**config.mk**
```make
export PLATFORM = sky130hd
export DESIGN_NAME = cwd_top
export DESIGN_NICKNAME = d
export VERILOG_FILES = /design/src/logic/cwd_pkg.sv /design/src/logic/cwd_tick.sv /design/src/logic/cwd_top.sv
export SDC_FILE = /design/constraint.sdc
export NUM_CORES = 1
export LEC_CHECK = 0
export BUFFER_PORTS_ARGS = -buffer_cell sky130_fd_sc_hd__clkbuf_2
export CAP_MARGIN = 25
export CORE_AREA = 2 2 72 61
export DETAILED_ROUTE_END_ITERATION = 12
export DIE_AREA = 0 0 74 63
export GPL_ROUTABILITY_DRIVEN = 0
export HOLD_SLACK_MARGIN = 0.02
export PLACE_DENSITY = 0.82
export SYNTH_ARGS = -nofsm -noshare
export SYNTH_HDL_FRONTEND = slang
export SYNTH_SLANG_ARGS = --single-unit
```
**constraint.sdc**
```tcl
create_clock -name CLOCK -period 2.6 [get_ports CLOCK]
set_clock_uncertainty 0.15 [all_clocks]
set_input_delay 0.39 -clock CLOCK [delete_from_list [all_inputs] [get_ports CLOCK]]
set_output_delay 0.39 -clock CLOCK [all_outputs]
set_load 0.1 [all_outputs]
```
**src/logic/cwd_pkg.sv**
```systemverilog
package cwd_pkg;

    // ****************************************
    // register map
    // ****************************************
    localparam logic [7:0] WDC_ADDR      = 8'hC0;
    localparam int         PRE_MSB       = 7;
    localparam int         PRE_LSB       = 4;
    localparam int         RESP_BIT      = 3;
    localparam int         FLAG_BIT      = 2;
    localparam int         RUN_BIT       = 1;
    localparam int         UNLOCK_BIT    = 0;

    // ****************************************
    // reset values and special codes
    // ****************************************
    localparam logic [3:0] PRE_RESET     = 4'h7;
    localparam logic [3:0] PRE_IMM_RESET = 4'h8;
    localparam logic [3:0] PRE_DL_RESET  = 4'h9;
    localparam logic       RESP_RESET    = 1'b0;
    localparam logic       FLAG_RESET    = 1'b0;
    localparam logic       RUN_RESET     = 1'b1;

    // ****************************************
    // timing: crystal rate in Hz, counter width, base shift
    // ****************************************
    localparam int         XTAL_HZ       = 32768;
    localparam int         CNT_W         = 16;
    localparam logic [4:0] BASE_SHIFT    = 5'h09;

    // ****************************************
    // types
    // ****************************************
    typedef enum logic [1:0] {
        UNLOCK_IDLE = 2'b00,
        UNLOCK_SET  = 2'b01,
        UNLOCK_OPEN = 2'b10
    } cwd_unlock_type;

    typedef struct packed {
        logic       wr;
        logic       rd;
        logic [7:0] addr;
        logic [7:0] wdata;
    } cwd_sfr_type;

    typedef struct packed {
        logic [3:0] pre;
        logic       resp;
        logic       flag;
        logic       run;
    } cwd_ctrl_type;

    typedef struct packed {
        cwd_ctrl_type     ctrl;
        cwd_unlock_type   ustate;
        logic [CNT_W-1:0] cnt;
        logic             rst_req;
        logic             dl_req;
        logic             irq;
        logic [7:0]       rdata;
    } cwd_state_type;

    localparam cwd_state_type STATE_RESET = '{
        ctrl:    '{pre: PRE_RESET, resp: RESP_RESET, flag: FLAG_RESET, run: RUN_RESET},
        ustate:  UNLOCK_IDLE,
        cnt:     '0,
        rst_req: 1'b0,
        dl_req:  1'b0,
        irq:     1'b0,
        rdata:   8'h00
    };

    typedef struct packed {
        logic prev;
        logic tick;
    } cwd_tick_state_type;

endpackage

```
**src/logic/cwd_tick.sv**
```systemverilog
`timescale 1ns/100ps
module cwd_tick import cwd_pkg::*; (
    // clock and reset
    input  wire logic clk,
    input  wire logic rst,
    // crystal level, already synchronous
    input  wire logic level_in,
    // one-cycle enable per crystal rising edge
    output logic      tick
);

    cwd_tick_state_type s_q;
    cwd_tick_state_type s_d;

    always_comb begin
        s_d      = s_q;
        s_d.prev = level_in;
        s_d.tick = level_in & ~s_q.prev;
    end

    always_ff @(posedge clk) begin
        if (rst) begin
            s_q <= '0;
        end else begin
            s_q <= s_d;
        end
    end

    assign tick = s_q.tick;

endmodule

```
**src/logic/cwd_top.sv**
```systemverilog
`timescale 1ns/100ps
// Summary of operation
// RULE_01: after reset the watchdog runs with the 2 s timeout and resets on expiry.
// RULE_02: clearing run-enable (bit 1) stops the watchdog; no timeout events. Code 8 or 9 still raises its reset and sets the flag with run-enable clear.
// RULE_03: the counter advances once per crystal period, not per core clock.
// RULE_04: a control write takes effect only right after an unlock step.
// RULE_05: software sets unlock bit 0, then writes next instruction, interrupts masked.
// RULE_06: flash lock bit low forces response select 0 and run-enable 1.
// RULE_07: select field bits 7:4 picks expiry at 2^field times 512 crystal periods.
// RULE_08: codes 0 to 7 give 15.6 ms up to 2 s; reset value selects 2 s.
// RULE_09: code 8 resets at once, code 9 resets into download, 10-15 invalid.
// RULE_10: on expiry, response bit 3 low resets the system, high raises an interrupt.
// RULE_11: timeout flag bit 2 sets on timeout, clears by write 0 or pin reset.
// RULE_12: each write setting run-enable enables and clears the counter.
// RULE_13: the watchdog interrupt is high priority and never masked by global enable.
// RULE_14: the unlock lapses after the instruction following the one that set it.
module cwd_top import cwd_pkg::*; (
    // clock and pin reset
    input  wire logic         CLOCK,
    input  wire logic         RST,
    // system reset from any source, watchdog included
    input  wire logic         SYS_RESET,
    // crystal and flash lock
    input  wire logic         CRYSTAL_INPUT,
    input  wire logic         FLASH_LOCK_BIT,
    // sfr access from the core
    input  wire cwd_sfr_type  SFR_BUS,
    input  wire logic         INSTR_DONE,
    output logic [7:0]        SFR_RDATA,
    // watchdog responses
    output logic              SYS_RESET_REQ,
    output logic              DOWNLOAD_RESET_REQ,
    output logic              WDT_IRQ
);

    cwd_state_type    s_q;
    cwd_state_type    s_d;
    logic             tick;
    logic             wr_hit;
    logic             accept;
    logic             counting;
    logic             expire;
    logic [CNT_W:0]   mask_w;
    logic [CNT_W-1:0] mask;

    // ****************************************
    // crystal edge enable
    // ****************************************
    cwd_tick u_tick (
        .clk      (CLOCK),
        .rst      (RST),
        .level_in (CRYSTAL_INPUT),
        .tick     (tick)
    );

    // ****************************************
    // next state
    // ****************************************
    always_comb begin
        wr_hit   = SFR_BUS.wr && (SFR_BUS.addr == WDC_ADDR);
        accept   = wr_hit && (s_q.ustate == UNLOCK_OPEN);                    // [RULE_04]
        // codes 8 and above never count: 8 and 9 act at once, the rest are dead
        counting = s_q.ctrl.run && !s_q.ctrl.pre[3];                        // [RULE_02]
        mask_w   = ({{CNT_W{1'b0}}, 1'b1} << (s_q.ctrl.pre[2:0] + BASE_SHIFT)) - 1'b1; // [RULE_07]
        mask     = mask_w[CNT_W-1:0];
        expire   = tick && counting && ((s_q.cnt & mask) == mask);           // [RULE_08]

        s_d         = s_q;
        s_d.rst_req = 1'b0;
        s_d.dl_req  = 1'b0;
        s_d.irq     = 1'b0;

        if (tick && counting) begin
            s_d.cnt = expire ? '0 : s_q.cnt + 1'b1;                          // [RULE_03]
        end
        if (expire) begin
            // no global enable term: the interrupt cannot be masked by the core
            s_d.irq     = s_q.ctrl.resp;                                     // [RULE_10] [RULE_13]
            s_d.rst_req = !s_q.ctrl.resp;                                    // [RULE_01] [RULE_10]
        end
        if (s_q.ctrl.pre == PRE_IMM_RESET) begin
            s_d.rst_req = 1'b1;                                              // [RULE_09]
        end
        if (s_q.ctrl.pre == PRE_DL_RESET) begin
            s_d.dl_req = 1'b1;                                               // [RULE_09]
        end

        // software write path; one accepted write consumes the unlock
        if (accept) begin
            s_d.ctrl.pre  = SFR_BUS.wdata[PRE_MSB:PRE_LSB];
            s_d.ctrl.resp = SFR_BUS.wdata[RESP_BIT];
            s_d.ctrl.run  = SFR_BUS.wdata[RUN_BIT];                          // [RULE_02]
            if (!SFR_BUS.wdata[FLAG_BIT]) begin
                s_d.ctrl.flag = 1'b0;                                        // [RULE_11]
            end
            if (SFR_BUS.wdata[RUN_BIT]) begin
                s_d.cnt = '0;                                                // [RULE_12]
            end
            s_d.ustate = UNLOCK_IDLE;                                        // [RULE_14]
        end else if (wr_hit && SFR_BUS.wdata[UNLOCK_BIT]) begin
            // relies on the core writing in the very next instruction
            s_d.ustate = INSTR_DONE ? UNLOCK_OPEN : UNLOCK_SET;              // [RULE_05]
        end else begin
            case (s_q.ustate)
                UNLOCK_SET: begin
                    if (INSTR_DONE) s_d.ustate = UNLOCK_OPEN;
                end
                UNLOCK_OPEN: begin
                    if (INSTR_DONE) s_d.ustate = UNLOCK_IDLE;                // [RULE_14]
                end
                default: begin
                    s_d.ustate = UNLOCK_IDLE;
                end
            endcase
        end

        // the set wins over a clearing write in the same cycle
        if (expire || s_q.ctrl.pre == PRE_IMM_RESET || s_q.ctrl.pre == PRE_DL_RESET) begin
            s_d.ctrl.flag = 1'b1;                                            // [RULE_11]
        end

        if (SFR_BUS.rd && SFR_BUS.addr == WDC_ADDR) begin
            s_d.rdata = {s_q.ctrl.pre, s_q.ctrl.resp, s_q.ctrl.flag, s_q.ctrl.run,
                         s_q.ustate != UNLOCK_IDLE};
        end else begin
            s_d.rdata = 8'h00;
        end

        // a system reset restores defaults but keeps the flag for software
        if (SYS_RESET) begin
            s_d.ctrl.pre  = PRE_RESET;                                       // [RULE_01] [RULE_08]
            s_d.ctrl.resp = RESP_RESET;
            s_d.ctrl.run  = RUN_RESET;
            s_d.ustate    = UNLOCK_IDLE;
            s_d.cnt       = '0;
            s_d.rst_req   = 1'b0;
            s_d.dl_req    = 1'b0;
            s_d.irq       = 1'b0;
            s_d.rdata     = 8'h00;
        end
        if (!FLASH_LOCK_BIT) begin
            s_d.ctrl.resp = 1'b0;                                            // [RULE_06]
            s_d.ctrl.run  = 1'b1;                                            // [RULE_06]
        end
    end

    // pin reset is the only thing that clears the flag besides software
    always_ff @(posedge CLOCK) begin
        if (RST) begin
            s_q <= STATE_RESET;                                              // [RULE_11]
        end else begin
            s_q <= s_d;
        end
    end

    assign SFR_RDATA          = s_q.rdata;
    assign SYS_RESET_REQ      = s_q.rst_req;
    assign DOWNLOAD_RESET_REQ = s_q.dl_req;
    assign WDT_IRQ            = s_q.irq;
endmodule

```
Word-level counts from Yosys, hierarchy flattened
Index checks and enable logic that the tools add are counted.
{"block": "totals", "regBits": 38, "output_inout_bits": 11, "wordCells": 66, "in_bits": 24}
{"block": "classes", "n_eq_ne": 9, "add_sub_neg": 3, "mux": 15, "bitwise_logic": 6, "n_reduce_logical": 20, "n_shift": 1}
{"op": "two-way mux 16 bit", "count": 4}
{"op": "adder 16 x 1 -> 16 bit, second input constant", "count": 1}
{"op": "bitwise AND 16 bit", "count": 1}
{"op": "== test 16 bit", "count": 1}
{"op": "<< shifter 1 x 5 -> 16 bit, first input constant", "count": 1}
{"op": "subtractor 16 x 1 -> 16 bit, second input constant", "count": 1}
{"op": "OR reduction 3 bit", "count": 4}
{"op": "two-way mux 2 bit", "count": 5}
{"op": "== test 4 bit, second input constant", "count": 2}
{"op": "== test 8 bit, second input constant", "count": 1}
{"op": "logical AND 1 bit", "count": 7}
{"op": "adder 3 x 4 -> 5 bit, second input constant", "count": 1}
{"op": "two-way mux 1 bit", "count": 5}
{"op": "NOT 1 bit", "count": 4}
{"op": "case mux 2 bit (2 select lines)", "count": 1}
{"op": "AND reduction 2 bit", "count": 2}
{"op": "nonzero test 2 bit", "count": 2}
{"op": "!= test 3 x 2 -> 1 bit, second input constant", "count": 1}
{"op": "!= test 3 bit, second input constant", "count": 1}
{"op": "== test 2 x 1 -> 1 bit, second input constant", "count": 1}
{"op": "== test 2 bit, second input constant", "count": 1}
{"op": "logical NOT 1 bit", "count": 2}
{"op": "logical OR 1 bit", "count": 2}
{"op": "!= test 2 x 1 -> 1 bit, second input constant", "count": 1}
{"op": "2 further kinds", "count": 2}

Logic depth before layout (Yosys ltp)
{"block": "logic_depth", "ltp_word": 10, "mapped_depth": 10, "ltp_nobuf": 8}

Cells and area by module
Synthesis repeated with hierarchy kept, for this count alone.
{"block": "unflattened", "cells_unflattened": 217, "area_unflattened_um2": 2019.4}
{"mod": "cwd_top", "area_each_um2": 1960.6, "cells_each": 213, "seq_area_each_um2": 720.7, "instances": 1}
{"mod": "cwd_tick", "area_each_um2": 58.8, "cells_each": 4, "seq_area_each_um2": 40.0, "instances": 1}

Worst setup path after synthesis
OpenSTA, ideal clock, no wires.
{"block": "synth_timing", "path_kind": "flip-flop to flip-flop", "startpoint": "register s_q[33] (netlist bit)", "endpoint": "register s_q[21] (netlist bit)", "t_required_ns": 2.334, "path_buffers": 2, "setup_slack_ns": -0.215, "path_stages_with_launch": 11, "arrival_time_ns": 2.550, "period_less_slack_ns": 2.815, "setup_time_ns": 0.116, "path_cell_list": "dfxtp_1 buf_2 nand2_1 inv_2 ha_1 and4bb_1 o221ai_1 a2111o_1 or4_4 buf_6 and3_1"}
{"block": "synth_via", "elab_chain_cells": 10}
{"element": "from (decl)", "line": "cwd_top.sv:36", "rtl": "cwd_state_type s_q;"}
{"element": "from (signal assigned)", "line": "cwd_top.sv:150", "rtl": "s_q <= STATE_RESET;"}
{"element": "from (signal assigned)", "line": "cwd_top.sv:152", "rtl": "s_q <= s_d;"}
{"element": "adder 3 x 4 -> 5 bit (*)", "line": "cwd_top.sv:64", "rtl": "mask_w = ({{CNT_W{1'b0}}, 1'b1} << (s_q.ctrl.pre[2:0] + BASE_SHIFT)) - 1'b1;"}
{"element": "<< shifter 1 x 5 -> 16 bit (*)", "line": "cwd_top.sv:64"}
{"element": "subtractor 16 x 1 -> 16 bit (*)", "line": "cwd_top.sv:64"}
{"element": "bitwise AND 16 bit", "line": "cwd_top.sv:66", "rtl": "expire = tick && counting && ((s_q.cnt & mask) == mask);"}
{"element": "== test 16 bit (*)", "line": "cwd_top.sv:66"}
{"element": "logical AND 1 bit (*)", "line": "cwd_top.sv:66"}
{"element": "two-way mux 16 bit (*)", "line": "cwd_top.sv:74", "rtl": "s_d.cnt = expire ? '0 : s_q.cnt + 1'b1;"}
{"element": "two-way mux 16 bit (*)", "line": "cwd_top.sv:73", "rtl": "if (tick && counting) begin"}
{"element": "two-way mux 16 bit", "line": "cwd_top.sv:96", "rtl": "if (SFR_BUS.wdata[RUN_BIT]) begin"}
{"element": "two-way mux 16 bit (*)", "line": "cwd_top.sv:89", "rtl": "if (accept) begin"}
Every way passes the cells marked *; elsewhere a longest branch is shown, timed or not.
A chain may end at the register's enable or synchronous reset.

Final worst setup path
{"block": "layout_timing", "startpoint": "register s_q[32] (netlist bit)", "endpoint": "register s_q[21] (netlist bit)"}
The elaborated chain is that of the path after synthesis.

==> flow_metrics.py <==
metrics = {
    "clock_network": {
        "cts_buffer_depth": 2,
        "clk-insertion-delay-late_ns": 0.29,
        "cts.sinks": 38,
        "clockRootBuffer": "clkbuf_8",
        "cts_made_buffers": 5,
        "clk_pin_slew_ns": 0.08,
        "htree_num_levels": 2,
        "hold_buffers": 0,
        "cts_tree": "built",
    },
    "route": {
        "drt-initial-drc-count": 102,
        "drt-pass1-iter-count": 4,
        "num_vias": 1625,
        "routed_via_density": 5.381,
        "drc": 0,
        "wl_per_cell_um": 14.19,
        "drtAntennaViolNets": 0,
        "drt-total-wl_um": 4285,
    },
    "flow_run": {
        "cap_violations": 0,
    },
    "synthesis": {
        "synth_area_um2": 1859,
        "synth_fp_nets": 232,
        "synth_cell_type_count": 52,
        "ys_async_sr_fraction_pct": 0,
        "ys.flop_type": "dfxtp_1",
        "synth-seq-cells": 38,
        "synth-edff-count": 0,
        "syn_avg_cell_area_um2": 9.114,
        "syn_inst": 204,
        "synth.yosys.seq_area_share_pct": 40.92,
        "yosys_warnings": 0,
    },
    "worst_setup_path": {
        "critical_path_arrival_ns": 2.65,
        "r2r-end": "s_q[21]$_SDFF_PP0_",
        "cp_top_family": "simple AND/OR/NAND/NOR gates",
        "cp.required_ns": 2.64,
        "crit_chain": "nand2_4, inv_4, ha_4, and4bb_1, o221ai_2, a2111o_1, or4_4, and3_4",
        "path_class": "reg -> reg",
        "cp-start-kind": "register",
        "reg2reg_depth": 8,
        "critPathBufInv": 1,
        "r2r-start": "s_q[32]$_SDFFE_PP1P_",
        "cpPeakStageDelay_ns": 0.62,
        "reg2reg_slack_ns": -0.008,
        "cpMaxStageDelayCell": "or4_4",
        "cp_max_fo": 8,
        "startpoint": "s_q[32]$_SDFFE_PP1P_",
        "end_kind": "register",
    },
    "final_layout": {
        "syn2layout_area_growth_pct": 23.62,
        "final_cell_mix": "36 x dfxtp_1, 34 x clkbuf_2, 15 x nor2_1",
        "final_common_cell": "dfxtp_1",
        "drive_gt1_share_pct": 29.80,
        "num_antenna_cells": 0,
        "fin_util_pct": 57.93,
        "final_nets": 272,
    },
    "die": {
        "die-area_um2": 4662,
        "core_um2": 3968,
        "die_y_um": 63,
        "ios": 35,
        "die_w_um": 74,
        "start_util_pct": 46.86,
        "fp-row-count": 21,
    },
    "hold_path": {
        "min_from": "FLASH_LOCK_BIT",
        "worstHoldEndpoint": "s_q[29]$_SDFFE_PP1P_",
        "holdPathStages": 2,
        "hold_path.class": "in -> reg",
    },
    "power_and_ir_drop": {
        "p_clk_share_pct": 43.9,
        "p_sw_w": 0.0002211,
        "seqPwrFrac_pct": 52.7,
        "pwr-share-comb_pct": 3.4,
        "swShare_pct": 19.90,
        "powerDensity_nw_per_um2": 483.3,
        "intPower_w": 0.0008898,
        "total_power_w": 0.001111,
        "ir_drop_uv": 315.6,
        "leakage_nw": 0.9852,
    },
    "timing": {
        "slew_violations": 0,
        "max_freq_mhz": 383.5,
        "setup_violations": 1,
        "worst_pin_slew_ns": 0.6758,
        "hold_violations": 0,
        "max_slew_margin_pct": 54.53,
        "min_period_over_period_pct": 100.3,
        "rsz0062_at_grt": "true",
        "fin_setup_tns_ns": -0.007588,
        "final_period_minus_worst_setup_slack_ns": 2.608,
        "hold_slack_ns": 0.1387,
        "setup_ws_ns": -0.007588,
    },
    "global_route": {
        "grt_max_degree": 16,
        "grt_pass1_vias": 1456,
        "grt_usage_pct": 18.29,
        "grt-ovfl-total": 0,
        "antenna_found_initial": 0,
        "grt_pass1_wl_um": 6589,
    },
    "outcome": {
        "status": "finished, violations left",
        "violations": "setup timing",
    },
    "placed_design": {
        "place_ws_ns": 0.07952,
        "place_hpwl_um": 3085,
        "io_buffer_count": 34,
    },
}
-- power by group through the flow --
stage	Sequential [W]	Clock (W)	Combinational, W
after floorplan	0.000599	0	0.0000149
after global placement	0.000599	0	0.0000361
after detailed placement	0.000599	0	0.0000371
after CTS	0.000586	0.000492	0.0000375
after global routing	0.000586	0.000518	0.0000423
final	0.000586	0.000487	0.0000379
-- area by class of cell --
| class | instances | area [um2] |
|---|---|---|
| clock buffers | 7 | 76.32 |
| clock inverters | 1 | 30.03 |
| repair buffers | 45 | 252.7 |
| multi-input cells | 149 | 1084 |
| well taps | 57 | 71.32 |
| flip-flops and latches | 38 | 763.2 |
| fillers | 338 | 1669 |
| inverters | 5 | 21.27 |
-- routing by layer --
layer	track usage, %	vias up	wire length [um]
li1	-	808	-
met1	24.21	782	2000
met2	28.91	30	2099
met3	4.355	5	135
met4	6.136	0	49
met5	0	-	0
-- metrics by stage --
stage / cells / instance area [um2]
2_1_floorplan: 204 / 1887
3_3_place_gp: 289 / 2090
3_5_place_dp: 289 / 2090
4_1_cts: 297 / 2196
5_1_grt: 302 / 2298
6_report: 302 / 2298
-- cells in the mapped netlist (all sizes together) (2+ instances only) --
cell type   n  area, um2
ha          4      50.05
or4         2      18.77
nand4       5      31.28
dfxtp      38      760.7
nand2b      2      12.51
and3       15      93.84
a21boi      2      15.01
nand2      15      56.30
mux2i       5      50.05
a21oi       3      15.01
xnor2       6      52.55
a31o        2      17.52
nand3       7      35.03
nor3        6      35.03
inv         5      18.76
nor2b       2      12.51
or3         3      18.77
nand3b      3      22.52
buf        11      83.82
nor4        9      56.30
and2        9      56.30
clkbuf      2      7.510
xor2        8      70.07
o21ai       3      15.01
nor2       15      56.30
-- repair_timing --
| action | in CTS | in global routing |
|---|---|---|
| gates resized for setup | 0 | 15 |
| setup buffers | 0 | 4 |
| endpoints found under the setup margin | 0 | 13 |
-- worst register-to-register path: cells and delay by family (launching register included) --
family | cells | cell delay, ns
AOI/OAI and AO/OA | 2 | 0.57
and+or+nand+nor | 4 | 1.14
buffers and inverters | 1 | 0.05
DFF | 1 | 0.34
adders and majority gates | 1 | 0.27
-- cell families after synthesis --
| kind of cell | synth area share, % |
|---|---|
| DFF | 40.92 |
| AOI/OAI and AO/OA | 8.951 |
| muxes | 3.298 |
| adders and majority gates | 3.230 |
| xor gates and xnor gates | 6.595 |
| and+or+nand+nor | 31.09 |
| buffers and inverters | 5.921 |
-- state kept, by name, indices dropped and copies added, names as in the netlist --
signal and cells:
s_q 25, SFR_RDATA 8, DOWNLOAD_RESET_REQ 1, SYS_RESET_REQ 1
WDT_IRQ 1, u_tick.s_q 1, u_tick.tick 1
-- worst max path at each step --
stage	to	slack, ns	cells past startpoint
2_1_floorplan	s_q[21]$_SDFF_PP0_	0.01	10
3_3_place_gp	s_q[26]$_SDFF_PP0_	0.13	8
3_5_place_dp	s_q[26]$_SDFF_PP0_	0.08	8
4_1_cts	s_q[26]$_SDFF_PP0_	0.07	8
5_1_grt	s_q[21]$_SDFF_PP0_	-0.08	8
6_report	s_q[21]$_SDFF_PP0_	-0.008	8
(Power assumes the default switching activity.)
